**src/hw/vst_pkg.sv**
```systemverilog
// shared constants and carriers for the oscillator split and tuning control
package vst_pkg;
	// ****************************************
	// register byte offsets
	// ****************************************
	localparam logic [7:0] OFF_CTRL = 8'h00; // level controls
	localparam logic [7:0] OFF_CMD = 8'h04; // one-shot commands
	localparam logic [7:0] OFF_RXF = 8'h08; // receive setting, hertz
	localparam logic [7:0] OFF_TXF = 8'h0c; // transmit setting, hertz
	localparam logic [7:0] OFF_FINE = 8'h10; // receive fine offset
	localparam logic [7:0] OFF_CWOFF = 8'h14; // cw shift amount
	localparam logic [7:0] OFF_STAT = 8'h18; // status
	localparam logic [7:0] OFF_LISTEN = 8'h1c; // frequency heard
	// ****************************************
	// field layout and limits
	// ****************************************
	localparam int CTRL_W = 6; // ctrl width
	localparam int CMD_W = 14; // cmd width
	localparam logic signed [15:0] FINE_MAX = 16'sh2710; // +10 kHz
	localparam logic signed [15:0] FINE_MIN = -16'sh2710; // -10 kHz
	localparam logic [3:0] HIST_DEPTH = 4'ha; // undo stack depth
	localparam logic [2:0] DEC_TOP = 3'h7; // 10 MHz decade
	localparam logic [31:0] CWOFF_RST = 32'h0000_0000; // cw shift reset
	// ****************************************
	// timing
	// ****************************************
	localparam int CLK_HZ = 40_000_000; // core_clk rate
	localparam logic [7:0] RPT_HZ = 8'h14; // 20 steps per second
	localparam logic [7:0] ACC_HZ = 8'hc8; // 200 steps per second
	localparam int RAMP_S = 10; // acceleration time, seconds
	localparam int RAMP_CYC = RAMP_S * CLK_HZ / (200 - 20); // cycles per +1 step/s
	// ****************************************
	// carriers
	// ****************************************
	typedef struct packed {
		logic hold_dn; // down input held
		logic hold_up; // up input held
		logic caps; // step_lock_toggle state
		logic lock_en; // lock feature enabled
		logic cw; // cw demodulation
		logic ptt; // push to talk
	} vst_ctrl_s;
	typedef struct packed {
		logic click; // apply armed direction
		logic arm_dn; // lower half clicked
		logic arm_up; // upper half clicked
		logic shift; // quintuple_step for this step
		logic down; // one step down
		logic up; // one step up
		logic right; // finer decade
		logic left; // coarser decade
		logic equal; // equalise
		logic redo; // redo zeroing
		logic undo; // undo zeroing
		logic zero; // zero fine offset
		logic sel; // toggle tuned setting
		logic split; // toggle simplex/split
	} vst_cmd_s;
	typedef enum logic {RP_IDLE = 1'b0, RP_RUN = 1'b1} vst_rpt_e;
endpackage

```
**src/hw/vst_top.sv**
```systemverilog
// oscillator split, fine offset and tuning control with apb registers
// Overview of operation
// - simplex transmits on receive; split keeps both
// - toggle command flips simplex and split
// - cw mode change shifts receive by offset
// - fine offset moves receive only, both modes
// - fine offset clamped to plus/minus 10 kHz
// - zero pushes offset; undo, redo over ten
// - split receive tuning leaves transmit alone
// - in split, select toggles tuning and listening to transmit
// - ptt release in split returns to receive
// - split to simplex copies receive into transmit
// - equalise copies active setting to both
// - left/right move decade; up/down step it
// - upper/lower click arms; next click applies
// - held input repeats at 20 steps per second
// - low decades ramp to 200/s over 10 s
// - shift or locked caps gives five-times step
// - repeat rate independent of keyboard settings
//
// Added by the designer: the register addresses and register access over APB.
`timescale 1ns/1ps
`default_nettype none
module vst_top import vst_pkg::*; #(
	parameter int RAMP_CYCLES = RAMP_CYC
) (
	// clock and reset
	input wire logic core_clk,
	input wire logic rst_b,
	// apb slave
	input wire logic psel,
	input wire logic penable,
	input wire logic pwrite,
	input wire logic [7:0] paddr,
	input wire logic [31:0] pwdata,
	output logic [31:0] prdata,
	output logic pready,
	output logic pslverr,
	// frequency outputs
	output logic [31:0] listen_freq_o,
	output logic [31:0] tx_freq_o,
	output logic quint_ind_o
);
	// ****************************************
	// helpers
	// ****************************************
	// saturating add or subtract of a step
	function automatic logic [31:0] add_sat(input logic [31:0] f, input logic [31:0] d,
		input logic dn);
		logic [32:0] s;
		s = {1'b0, f} + {1'b0, d};
		if (dn) return (f > d) ? f - d : 32'h0000_0000;
		return s[32] ? 32'hffff_ffff : s[31:0];
	endfunction
	// step size of a decade, optionally times five
	function automatic logic [31:0] step_of(input logic [2:0] dec, input logic q);
		logic [31:0] p;
		case (dec)
			3'h0: p = 32'h0000_0001;
			3'h1: p = 32'h0000_000a;
			3'h2: p = 32'h0000_0064;
			3'h3: p = 32'h0000_03e8;
			3'h4: p = 32'h0000_2710;
			3'h5: p = 32'h0001_86a0;
			3'h6: p = 32'h000f_4240;
			default: p = 32'h0098_9680;
		endcase
		return q ? (p << 2) + p : p;
	endfunction
	// clamp a written fine offset
	function automatic logic signed [15:0] clamp_fine(input logic [31:0] v);
		if ($signed(v) > 32'(FINE_MAX)) return FINE_MAX;
		if ($signed(v) < 32'(FINE_MIN)) return FINE_MIN;
		return v[15:0];
	endfunction
	// ****************************************
	// state
	// ****************************************
	vst_ctrl_s ctrl_r; // level controls
	logic split_r; // split mode
	logic tune_tx_r; // transmit setting tuned and heard
	logic [31:0] rx_r, rx_nxt; // receive setting
	logic [31:0] tx_r, tx_nxt; // transmit setting
	logic [31:0] cwoff_r; // cw shift amount
	logic [2:0] dec_rx_r, dec_tx_r; // decade per setting
	logic arm_v_r, arm_dn_r; // armed pointer direction
	logic signed [15:0] fine_r; // receive fine offset
	logic signed [15:0] hist_r [10]; // undo history
	logic [3:0] wptr_r, cnt_r, redo_r; // history pointers
	vst_rpt_e rp_r; // repeat state
	logic [25:0] acc_r; // rate accumulator
	logic [7:0] rate_r; // current steps per second
	logic [22:0] ramp_r; // acceleration timer
	// ****************************************
	// apb decode
	// ****************************************
	wire acc_ev = psel & penable & pready; // transfer completes
	wire wr_ev = acc_ev & pwrite; // write lands
	wire mapped = (paddr[7:5] == 3'h0) && (paddr[1:0] == 2'h0); // eight words
	wire wr_ctrl = wr_ev && paddr == OFF_CTRL; // control write
	wire wr_rx = wr_ev && paddr == OFF_RXF; // receive write
	wire wr_tx = wr_ev && paddr == OFF_TXF; // transmit write
	wire wr_fine = wr_ev && paddr == OFF_FINE; // offset write
	wire wr_cw = wr_ev && paddr == OFF_CWOFF; // cw amount write
	wire vst_cmd_s c = (wr_ev && paddr == OFF_CMD) ? vst_cmd_s'(pwdata[CMD_W-1:0]) : '0;
	wire vst_ctrl_s ctrl_nx = wr_ctrl ? vst_ctrl_s'(pwdata[CTRL_W-1:0]) : ctrl_r;
	// ****************************************
	// mode and selection
	// ****************************************
	wire split_nxt = split_r ^ c.split;
	wire ptt_fall = ctrl_r.ptt & ~ctrl_nx.ptt; // push to talk released
	// transmit tuning only exists in split; release or select returns to receive
	wire tune_nxt = split_nxt & ~(split_r & tune_tx_r & ptt_fall) & (tune_tx_r ^ c.sel);
	wire tune_sel = split_r & tune_tx_r; // tuning the transmit setting
	wire [2:0] dec_cur = tune_sel ? dec_tx_r : dec_rx_r;
	wire lock_q = ctrl_r.lock_en & ctrl_r.caps; // locked five-times stepping
	// ****************************************
	// step events
	// ****************************************
	wire held = ctrl_r.hold_up | ctrl_r.hold_dn; // tuning input held
	wire [25:0] acc_sum = acc_r + 26'(rate_r); // accumulate rate
	wire rpt_tick = (rp_r == RP_RUN) & held & (acc_sum >= 26'(CLK_HZ));
	wire rpt_first = (rp_r == RP_IDLE) & held; // immediate first step
	wire click_go = c.click & arm_v_r;
	wire step_ev = c.up | c.down | click_go | rpt_tick | rpt_first;
	wire step_dn = c.down | (click_go & arm_dn_r) | ((rpt_tick | rpt_first) & ctrl_r.hold_dn);
	wire [31:0] step_amt = step_of(dec_cur, c.shift | lock_q);
	wire cw_chg = wr_ctrl & (ctrl_nx.cw != ctrl_r.cw); // cw mode entered or left
	wire eq_ev = c.equal & split_r;
	wire [31:0] active_f = tune_sel ? tx_r : rx_r; // setting active now
	// ****************************************
	// frequency update
	// ****************************************
	// one ordered update per cycle keeps both settings coherent
	always_comb begin
		rx_nxt = wr_rx ? pwdata : rx_r;
		tx_nxt = wr_tx ? pwdata : tx_r;
		if (cw_chg) begin
			rx_nxt = add_sat(rx_r, cwoff_r, ~ctrl_nx.cw);
		end
		if (step_ev && tune_sel) begin
			tx_nxt = add_sat(tx_r, step_amt, step_dn);
		end else if (step_ev) begin
			rx_nxt = add_sat(rx_r, step_amt, step_dn);
		end
		if (eq_ev) begin
			rx_nxt = active_f;
			tx_nxt = active_f;
		end
		if (!split_nxt) begin
			tx_nxt = rx_nxt;
		end
	end
	// ****************************************
	// control registers
	// ****************************************
	// modes, control levels, settings and cw shift amount
	always_ff @(posedge core_clk or negedge rst_b) begin
		if (!rst_b) begin
			ctrl_r <= '0;
			split_r <= 1'b0;
			tune_tx_r <= 1'b0;
			rx_r <= 32'h0000_0000;
			tx_r <= 32'h0000_0000;
			cwoff_r <= CWOFF_RST;
		end else begin
			ctrl_r <= ctrl_nx;
			split_r <= split_nxt;
			tune_tx_r <= tune_nxt;
			rx_r <= rx_nxt;
			tx_r <= tx_nxt;
			cwoff_r <= wr_cw ? pwdata : cwoff_r;
		end
	end
	// left is the coarser digit, right the finer; clamped at both ends
	always_ff @(posedge core_clk or negedge rst_b) begin
		if (!rst_b) begin
			dec_rx_r <= 3'h0;
			dec_tx_r <= 3'h0;
			arm_v_r <= 1'b0;
			arm_dn_r <= 1'b0;
		end else begin
			if (tune_sel && c.left && dec_tx_r != DEC_TOP) dec_tx_r <= dec_tx_r + 3'h1;
			if (tune_sel && c.right && dec_tx_r != 3'h0) dec_tx_r <= dec_tx_r - 3'h1;
			if (!tune_sel && c.left && dec_rx_r != DEC_TOP) dec_rx_r <= dec_rx_r + 3'h1;
			if (!tune_sel && c.right && dec_rx_r != 3'h0) dec_rx_r <= dec_rx_r - 3'h1;
			if (c.arm_up | c.arm_dn) begin
				arm_v_r <= 1'b1;
				arm_dn_r <= c.arm_dn;
			end
		end
	end
	// ****************************************
	// auto-repeat with acceleration
	// ****************************************
	// low decades gain one step/s per ramp period up to the top rate
	always_ff @(posedge core_clk or negedge rst_b) begin
		if (!rst_b) begin
			rp_r <= RP_IDLE;
			acc_r <= 26'h0;
			rate_r <= RPT_HZ;
			ramp_r <= 23'h0;
		end else if (!held) begin
			rp_r <= RP_IDLE;
			acc_r <= 26'h0;
			rate_r <= RPT_HZ;
			ramp_r <= 23'h0;
		end else begin
			rp_r <= RP_RUN;
			acc_r <= rpt_tick ? acc_sum - 26'(CLK_HZ) : (rpt_first ? 26'h0 : acc_sum);
			if (dec_cur < 3'h2 && rate_r < ACC_HZ) begin
				ramp_r <= (ramp_r == 23'(RAMP_CYCLES - 1)) ? 23'h0 : ramp_r + 23'h1;
				if (ramp_r == 23'(RAMP_CYCLES - 1)) rate_r <= rate_r + 8'h01;
			end
		end
	end
	// ****************************************
	// fine offset and history
	// ****************************************
	wire [3:0] wptr_inc = (wptr_r == HIST_DEPTH - 4'h1) ? 4'h0 : wptr_r + 4'h1; // push slot
	wire [3:0] wptr_dec = (wptr_r == 4'h0) ? HIST_DEPTH - 4'h1 : wptr_r - 4'h1; // pop slot
	wire do_undo = c.undo & ~c.zero & (cnt_r != 4'h0); // restore previous
	wire do_redo = c.redo & ~c.zero & ~c.undo & (redo_r != 4'h0); // zero again
	// oldest entry is overwritten once ten are stored
	always_ff @(posedge core_clk or negedge rst_b) begin
		if (!rst_b) begin
			fine_r <= 16'sh0000;
			wptr_r <= 4'h0;
			cnt_r <= 4'h0;
			redo_r <= 4'h0;
		end else if (c.zero | do_redo) begin
			fine_r <= 16'sh0000;
			wptr_r <= wptr_inc;
			cnt_r <= (cnt_r == HIST_DEPTH) ? cnt_r : cnt_r + 4'h1;
			redo_r <= c.zero ? 4'h0 : redo_r - 4'h1;
		end else if (do_undo) begin
			fine_r <= hist_r[wptr_dec];
			wptr_r <= wptr_dec;
			cnt_r <= cnt_r - 4'h1;
			redo_r <= redo_r + 4'h1;
		end else if (wr_fine) begin
			fine_r <= clamp_fine(pwdata);
			redo_r <= 4'h0;
		end
	end
	// history storage, no reset needed
	always_ff @(posedge core_clk) begin
		if (c.zero | do_redo) hist_r[wptr_r] <= fine_r;
	end
	// ****************************************
	// outputs and read data
	// ****************************************
	wire hear_tx = tune_sel & ~ctrl_r.ptt;
	wire [32:0] heard = {1'b0, rx_r} + {{17{fine_r[15]}}, fine_r};
	// negative offset: bit 32 set means the sum dropped below zero
	wire [31:0] rx_heard = (fine_r < 0) ? (heard[32] ? 32'h0000_0000 : heard[31:0]) :
		(heard[32] ? 32'hffff_ffff : heard[31:0]);
	wire [31:0] stat = {16'h0, cnt_r, redo_r, lock_q, arm_dn_r, arm_v_r, dec_cur, tune_sel, split_r};
	wire [31:0] rd_mux = (paddr == OFF_CTRL) ? {26'h0, ctrl_r} :
		(paddr == OFF_RXF) ? rx_r : (paddr == OFF_TXF) ? tx_r :
		(paddr == OFF_FINE) ? {{16{fine_r[15]}}, fine_r} :
		(paddr == OFF_CWOFF) ? cwoff_r : (paddr == OFF_STAT) ? stat :
		(paddr == OFF_LISTEN) ? listen_freq_o : 32'h0000_0000;
	// one wait state: ready rises in the second access cycle
	always_ff @(posedge core_clk or negedge rst_b) begin
		if (!rst_b) begin
			pready <= 1'b0;
			pslverr <= 1'b0;
			prdata <= 32'h0000_0000;
			listen_freq_o <= 32'h0000_0000;
			tx_freq_o <= 32'h0000_0000;
			quint_ind_o <= 1'b0;
		end else begin
			pready <= psel & penable & ~pready;
			pslverr <= psel & penable & ~pready & ~mapped;
			prdata <= (psel & penable & ~pready & ~pwrite) ? rd_mux : 32'h0000_0000;
			listen_freq_o <= hear_tx ? tx_r : rx_heard;
			tx_freq_o <= split_r ? tx_r : rx_r;
			quint_ind_o <= lock_q;
		end
	end
	// ****************************************
	// checks
	// ****************************************
	a_simplex_tx_same: assert property (@(posedge core_clk) disable iff (!rst_b)
		!split_r |-> tx_r == rx_r) else $error("simplex transmit differs");
	a_split_flip: assert property (@(posedge core_clk) disable iff (!rst_b)
		c.split |=> split_r != $past(split_r)) else $error("split toggle lost");
	a_cw_shift: assert property (@(posedge core_clk) disable iff (!rst_b)
		cw_chg && !step_ev && !eq_ev && !wr_rx |=>
		rx_r == add_sat($past(rx_r), $past(cwoff_r), !ctrl_r.cw)) else $error("cw shift");
	a_fine_range: assert property (@(posedge core_clk) disable iff (!rst_b)
		fine_r <= FINE_MAX && fine_r >= FINE_MIN) else $error("fine offset out of range");
	a_zero_clear: assert property (@(posedge core_clk) disable iff (!rst_b)
		c.zero |=> fine_r == 0 && redo_r == 0) else $error("zero failed");
	a_tx_kept: assert property (@(posedge core_clk) disable iff (!rst_b)
		split_r && split_nxt && !tune_sel && !wr_tx && !eq_ev |=> $stable(tx_r))
		else $error("transmit moved");
	a_ptt_return: assert property (@(posedge core_clk) disable iff (!rst_b)
		tune_sel && ptt_fall |=> !tune_tx_r ##1 listen_freq_o == $past(rx_heard))
		else $error("no return to receive");
	a_step_floor: assert property (@(posedge core_clk) disable iff (!rst_b)
		c.down && !tune_sel && rx_r < step_amt && !eq_ev && !cw_chg && !wr_rx |=> rx_r == 0)
		else $error("step wrapped");
	a_rate_range: assert property (@(posedge core_clk) disable iff (!rst_b)
		rate_r >= RPT_HZ && rate_r <= ACC_HZ) else $error("repeat rate out of range");
endmodule
`default_nettype wire

```
**config.mk**
```make
export PLATFORM = sky130hd
export DESIGN_NAME = vst_top
export DESIGN_NICKNAME = d
export VERILOG_FILES = /design/src/hw/vst_pkg.sv /design/src/hw/vst_top.sv
export SDC_FILE = /design/constraint.sdc
export NUM_CORES = 2
export LEC_CHECK = 0
export BUFFER_PORTS_ARGS = -buffer_cell sky130_fd_sc_hd__clkbuf_2
export CAP_MARGIN = 0
export CORE_UTILIZATION = 40
export DETAILED_ROUTE_END_ITERATION = 8
export GPL_TIMING_DRIVEN = 0
export REMOVE_ABC_BUFFERS = 1
export SYNTH_ARGS = -nofsm -noshare
export SYNTH_HDL_FRONTEND = slang
export SYNTH_SLANG_ARGS = --single-unit
```
**constraint.sdc**
```tcl
create_clock -name core_clk -period 8.96 [get_ports core_clk]
set_input_delay 2.24 -clock core_clk [delete_from_list [all_inputs] [get_ports core_clk]]
set_output_delay 2.24 -clock core_clk [all_outputs]
set_load 0.05 [all_outputs]
```
Word-level counts from Yosys, hierarchy flattened
Memory sizes are Yosys's and may differ from the RTL's.
Cells that the tools add are included.
{ "totals": {"n_memories": 1, "output_inout_bits": 99, "ramBits": 160, "inputBits": 45, "register_bits": 297} }
{ "classes": {"n_reduce_logical": 33, "magnitude_cmp": 9, "eq_ne": 23, "n_bitwise": 48, "add_sub_neg": 22, "muxes": 89} }
{ "mem_list": {"columns": ["memory", "words", "word_bits", "rd", "rd_ports_with_merged_regs", "write_ports", "line", "rtl"], "rows": [
  ["hist_r", 10, 16, 1, 0, 1, "vst_top.sv:88", "logic signed [15:0] hist_r [10];"]
]} }
{ "op_table": {"columns": ["operator", "count"], "rows": [
  ["32-bit two-way mux", 36],
  ["24-bit one-hot mux with 7 select lines", 1],
  ["16-bit two-way mux", 7],
  ["32-bit by 32-bit adder with 33-bit output", 3],
  ["32-bit greater-than comparator", 3],
  ["32-bit subtractor", 3],
  ["26-bit two-way mux", 3],
  ["23-bit two-way mux", 3],
  ["4-bit two-way mux", 11],
  ["32-bit by 33-bit adder with 33-bit output", 1],
  ["32-bit adder", 1],
  ["8-bit by 5-bit equality test with 1-bit output (second input constant)", 4],
  ["32-bit by 15-bit greater-than comparator with 1-bit output (second input constant)", 1],
  ["32-bit by 15-bit less-than comparator with 1-bit output (second input constant)", 1],
  ["26-bit by 8-bit adder with 26-bit output", 1],
  ["1-bit AND", 26],
  ["26-bit >= comparator (second input constant)", 1],
  ["26-bit subtractor (second input constant)", 1],
  ["8-bit two-way mux", 3],
  ["23-bit by 1-bit adder with 23-bit output (second input constant)", 1],
  ["23-bit by 22-bit equality test with 1-bit output (second input constant)", 1],
  ["1-bit two-way mux", 18],
  ["1-bit logical AND", 17],
  ["8-bit by 4-bit equality test with 1-bit output (second input constant)", 2],
  ["33 further kinds", 75]
]} }

Longest topological paths before layout
{ "logic_depth": {"word_depth": 20, "ltp_mapped": 36} }

Least setup slack after synthesis
Ideal clock, no wire load.
{ "synth_path": {"path_type": "in2reg", "startpoint": "input port paddr[0]", "endpoint": "register tx_r[25]", "n_path_buf": 5, "path_slack_ns": 0.749, "t_required_ns": 8.832, "cell_stages": 25, "setup_time_ns": 0.128, "t_arrival_ns": 8.083, "path_cell_list": "or4_1 -> or3_1 -> buf_2 -> nor3_1 -> clkbuf_1 -> a21o_1 -> clkbuf_1 -> clkbuf_1 -> nand2_1 -> o21ai_0 -> ha_1 -> buf_2 -> nor2b_1 -> o31ai_1 -> a2111oi_0 -> o211ai_1 -> a31oi_1 -> and2_1 -> a31o_2 -> a221oi_1 -> nor3_1 -> or4_1 -> and3_1 -> a221oi_1 -> o21ai_1"} }
{ "synth_between": {"elab_chain_cells": 15} }
{ "synth_rtl": {"columns": ["item", "line", "rtl"], "rows": [
  ["from (decl)", "vst_top.sv:34", "input wire logic [7:0] paddr,"],
  ["branches (longest 15 deep; another with 32-bit subtractor)", null, null],
  ["to (signal assigned)", "vst_top.sv:171", "tx_r <= tx_nxt;"],
  ["to (decl)", "vst_top.sv:83", "logic [31:0] tx_r, tx_nxt;"]
]} }
Parallel ways; which one is timed is not known. The select of a mux whose other input is x is not followed.
A chain may end at the register's enable or synchronous reset.

Final worst setup path
{ "layout_path": {"startpoint": "input port paddr[0]", "endpoint": "register tx_r[7]"} }
{ "layout_between": {"elab_chain_cells": 15} }
{ "layout_rtl": {"columns": ["item", "line", "rtl"], "rows": [
  ["branches (longest 13 deep; another with 32-bit subtractor)", null, null],
  ["32-bit two-way mux *", "vst_top.sv:146", "if (eq_ev) begin"],
  ["net rx_nxt[7]", "vst_top.sv:82", "logic [31:0] rx_r, rx_nxt;"],
  ["32-bit two-way mux *", "vst_top.sv:150", "if (!split_nxt) begin"]
]} }
Mark *: on every way through the listed nets, which the timed path passes. The select of a mux whose other input is x is not followed.

==> results by group <==
Clocking
  • Clk_lat worst skew: 0.64 ns
  • H-Tree Depth: 2
  • Maximum buffer depth of the clock tree: 3
  • Number of CTS-inserted buffers: 51
  • Clock-pin slew on the worst setup and hold paths: 0.06 ns
  • TritonCTS clock tree: yes
  • Root Buffer Master: clkbuf_16
  • CTS Sinks: 457

Detailed routing
  • Starting DRT DRC Count: 3431
  • Via count: 33200
  • Post-DRT Antenna Nets: 0
  • Via density: 6.25
  • Detailed-route DRC error count: 0
  • TritonRoute pass-1 iters: 5
  • Routed wirelength normalized by instance count: 25.5 µm
  • Total wire length: 135000 µm

Critical path
  • WS Path Type: in2reg
  • Flop2flop setup slack: 0.31 ns
  • Worst EP required: 9.52 ns
  • Crit-path max FO: 23
  • Worst R2R End: tx_r[31]
  • CP endpoint kind: flop
  • Startpoint Class: input pin
  • Register-to-Register Path Depth: 33
  • Worst EP arrival: 9.36 ns
  • Reg2reg start: split_r

Final layout
  • Register area: 12200 µm²
  • Area delta synth->final: 11.6%
  • Layout cells sized above 1: 11.8%
  • FILL cells: 8583
  • Core Util, Final: 45.2%
  • Post-layout nets: 4390
  • Multi-input logic area: 21800 µm²

Floorplanning
  • I/O pin total: 144
  • Die X: 299 µm
  • Die area: 89500 µm²
  • Row Count: 108
  • Initial core utilization: 40.5%
  • Core area: 87200 µm²
  • Die height: 299 µm

Logic synthesis
  • Post-synth top area share: 20.9%
  • Synth top area cells: dfrtp_1 21%, edfxtp_1 14%, ha_1 8.0%, a21oi_1 5.4%, nor2_1 4.4%
  • Post-synth top area cell: dfrtp_1
  • EDFF count, synth: 160
  • Mean post-synth cell area: 8.59 µm²
  • Post-synthesis async set-or-reset flop share: 65.0%
  • Register bit total from synthesis: 457
  • Yosys cell types: 105
  • Mapped Area: 35300 µm²
  • Yosys synthesis warning count: 0
  • Cells after Synth: 4112
  • Sequential share of the synthesized area: 34.6%
  • Main flop type after synthesis: dfrtp_1

Power and ir drop
  • Psw: 1610 µW
  • PD cells: 136 nW/µm²
  • Worst vdd rail ir drop: 0.000128 V
  • Net Sw Frac: 30.0%
  • Sequential share of power: 43.0%
  • Clk pwr share: 41.7%
  • Logic gate share of total power: 15.3%
  • Cell internal pwr: 3750 µW
  • Leak pwr: 0.0165 µW

Timing
  • Final setup violation count: 0
  • Period utilization: 98.2%
  • RSZ-0062 raised after global routing: false
  • Max-slew headroom: 2.15%
  • Min cycle time layout: 8.80 ns
  • Final hold viol count: 0
  • Clock Skews: 0.0372 ns
  • Tightest Pin Transition: 1.47 ns
  • Hold Worst Slack: 0.480 ns
  • Maximum clock rate: 114 MHz
  • Final Max Tran Viols: 0

Global route
  • First-pass GRT wire length: 201000 µm
  • Vias in the first global route: 31300
  • GRT Resource Usage Total: 29.4%
  • Largest net degree at the start of global routing: 102
  • Antenna violations before repair: 3
  • GRT Residual Overflow: 0

Placement
  • Hpwl dp: 101000 µm
  • IO Port Bufs: 143
  • GP Congestion: 0.973

Min path
  • Hold Path Depth: 1
  • Hold crit path type: reg2reg
  • Hold Path Sink: ramp_r[16]
  • HP Start: ramp_r[16]

Flow run
  • Max Cap Viol: 0

Status
  • Status: finished, final reports clean
## registers in the layout (all words and copies together) (netlist names), 8 cells and up
name,flops
tx_freq_o,32
rate_r,8
hist_r,160
cwoff_r,32
acc_r,26
fine_r,16
listen_freq_o,32
prdata,32
rx_r,32
tx_r,32
ramp_r,23
## repair_timing
item / CTS / global route
pin swaps: 1 / 1
hold buffers: 0 / 0
resized for setup: 17 / 11
setup endpoints to repair: 64 / 46
buffers inserted: 1 / 0
## routing by layer
| metal | global-route usage [%] | vias to the layer above | wire length (µm) | share of wire (%) |
|---|---|---|---|---|
| li1 | - | 15200 | - | - |
| met1 | 39.1 | 16000 | 55800 | 41 |
| met2 | 46.4 | 1562 | 60900 | 45 |
| met3 | 4.74 | 370 | 11300 | 8.4 |
| met4 | 14.4 | 4 | 7160 | 5.3 |
| met5 | 0 | - | 27 | 0.020 |
## worst max-delay path by stage
stage               startpoint        to  cells past startpoint
finish                paddr[0]   tx_r[7]                     23
global route          paddr[0]   tx_r[7]                     23
CTS                   paddr[0]   tx_r[7]                     23
detailed placement    paddr[0]   tx_r[8]                     22
global placement       split_r  tx_r[23]                     26
floorplan             paddr[0]   tx_r[0]                     20
## through the flow
stage | instance area [µm²] | setup slack (ns) | cells | TNS, ns | power (µW)
2_1_floorplan | 34300 | 0.599 | 3865 | 0 | 2820
3_3_place_gp | 36500 | -4.71 | 5163 | -648.87 | 3120
3_5_place_dp | 37500 | -1.63 | 5209 | -75.68 | 3130
4_1_cts | 39400 | 0.0257 | 5306 | 0 | 5370
5_1_grt | 39400 | 0.0240 | 5307 | 0 | 5530
6_report | 39400 | 0.160 | 5309 | 0 | 5360
## cells in the mapped netlist, types with 73 or more instances
master and number:
nor3_1 111, nand2_1 385, edfxtp_1 160, nand3_1 98, inv_1 178, o21ai_0 280
xnor2_1 73, ha_1 226, nor2_1 415, clkbuf_1 201, a21oi_1 378, dfrtp_1 295
## layout make-up
class,count,area share (%)
repair buffers,190,3.80
multi-input cells,3226,55.2
clock buffers,73,3.68
diodes,3,0.0190
clock inverters,23,0.838
inverters,182,1.73
well taps,1155,3.67
flip-flops and latches,457,31.1
## worst max-delay path, stage by stage
cell      delay, ns
clkbuf_2       0.07
or4_1          0.52
or3_1          0.57
nor3_4         0.43
buf_6          0.22
a21o_4         0.30
nor2_1         0.11
a211oi_2       0.44
ha_2           0.40
nand2_1        0.13
a211oi_1       0.25
o21ai_1        0.21
o21ai_0        0.41
o21ai_1        0.26
o41a_1         0.52
a22o_1         0.32
or3_2          0.74
and3_1         0.27
o22ai_1        0.13
o211ai_1       0.20
o221ai_2       0.25
nor2_1         0.09
nor3_1         0.21
## cell usage in the layout, fill, tap and decap left out, types with 19 or more instances in the layout
cell	Yosys	final
nor2b_1	45	44
a211oi_1	65	63
a21o_1	69	67
ha_1	226	225
a221oi_1	39	38
a31oi_1	43	42
and3_1	58	57
nand3_1	98	98
edfxtp_1	160	160
a211o_1	19	19
o31ai_1	36	35
nand2_1	385	383
nor2_1	415	398
o22ai_1	36	36
nand2b_1	51	51
clkbuf_2	1	142
a22oi_1	32	32
clkbuf_16	0	51
o211ai_1	37	37
xor2_1	34	33
nor3_1	111	102
mux4_2	33	33
or3_1	36	34
o21bai_1	47	47
a21oi_1	378	374
and2_1	21	20
inv_1	178	178
xnor2_1	73	72
nor4_1	25	24
nand4_1	35	35
mux2i_1	68	65
o21ai_0	280	277
dfrtp_1	295	292
o21a_1	40	39
mux2_2	54	54
## power by group through the flow
| stage | clock network, µW | logic [µW] | registers (µW) |
|---|---|---|---|
| detailed placement | 0 | 794 | 2340 |
| finish | 2230 | 819 | 2310 |
| global placement | 0 | 781 | 2340 |
| floorplan | 0 | 466 | 2360 |
| CTS | 2270 | 802 | 2300 |
| global route | 2340 | 889 | 2310 |
## cells by family after synthesis
group | share of synthesized area [%]
AOI/OAI and AO/OA | 25.0
xor gates and xnor gates | 2.70
adders and majority gates | 8.88
buffers and inverters | 4.79
DFF | 34.6
muxes | 5.75
other | 0.0213
and+or+nand+nor | 18.3
Note: power is estimated with default switching activity, not from simulation.
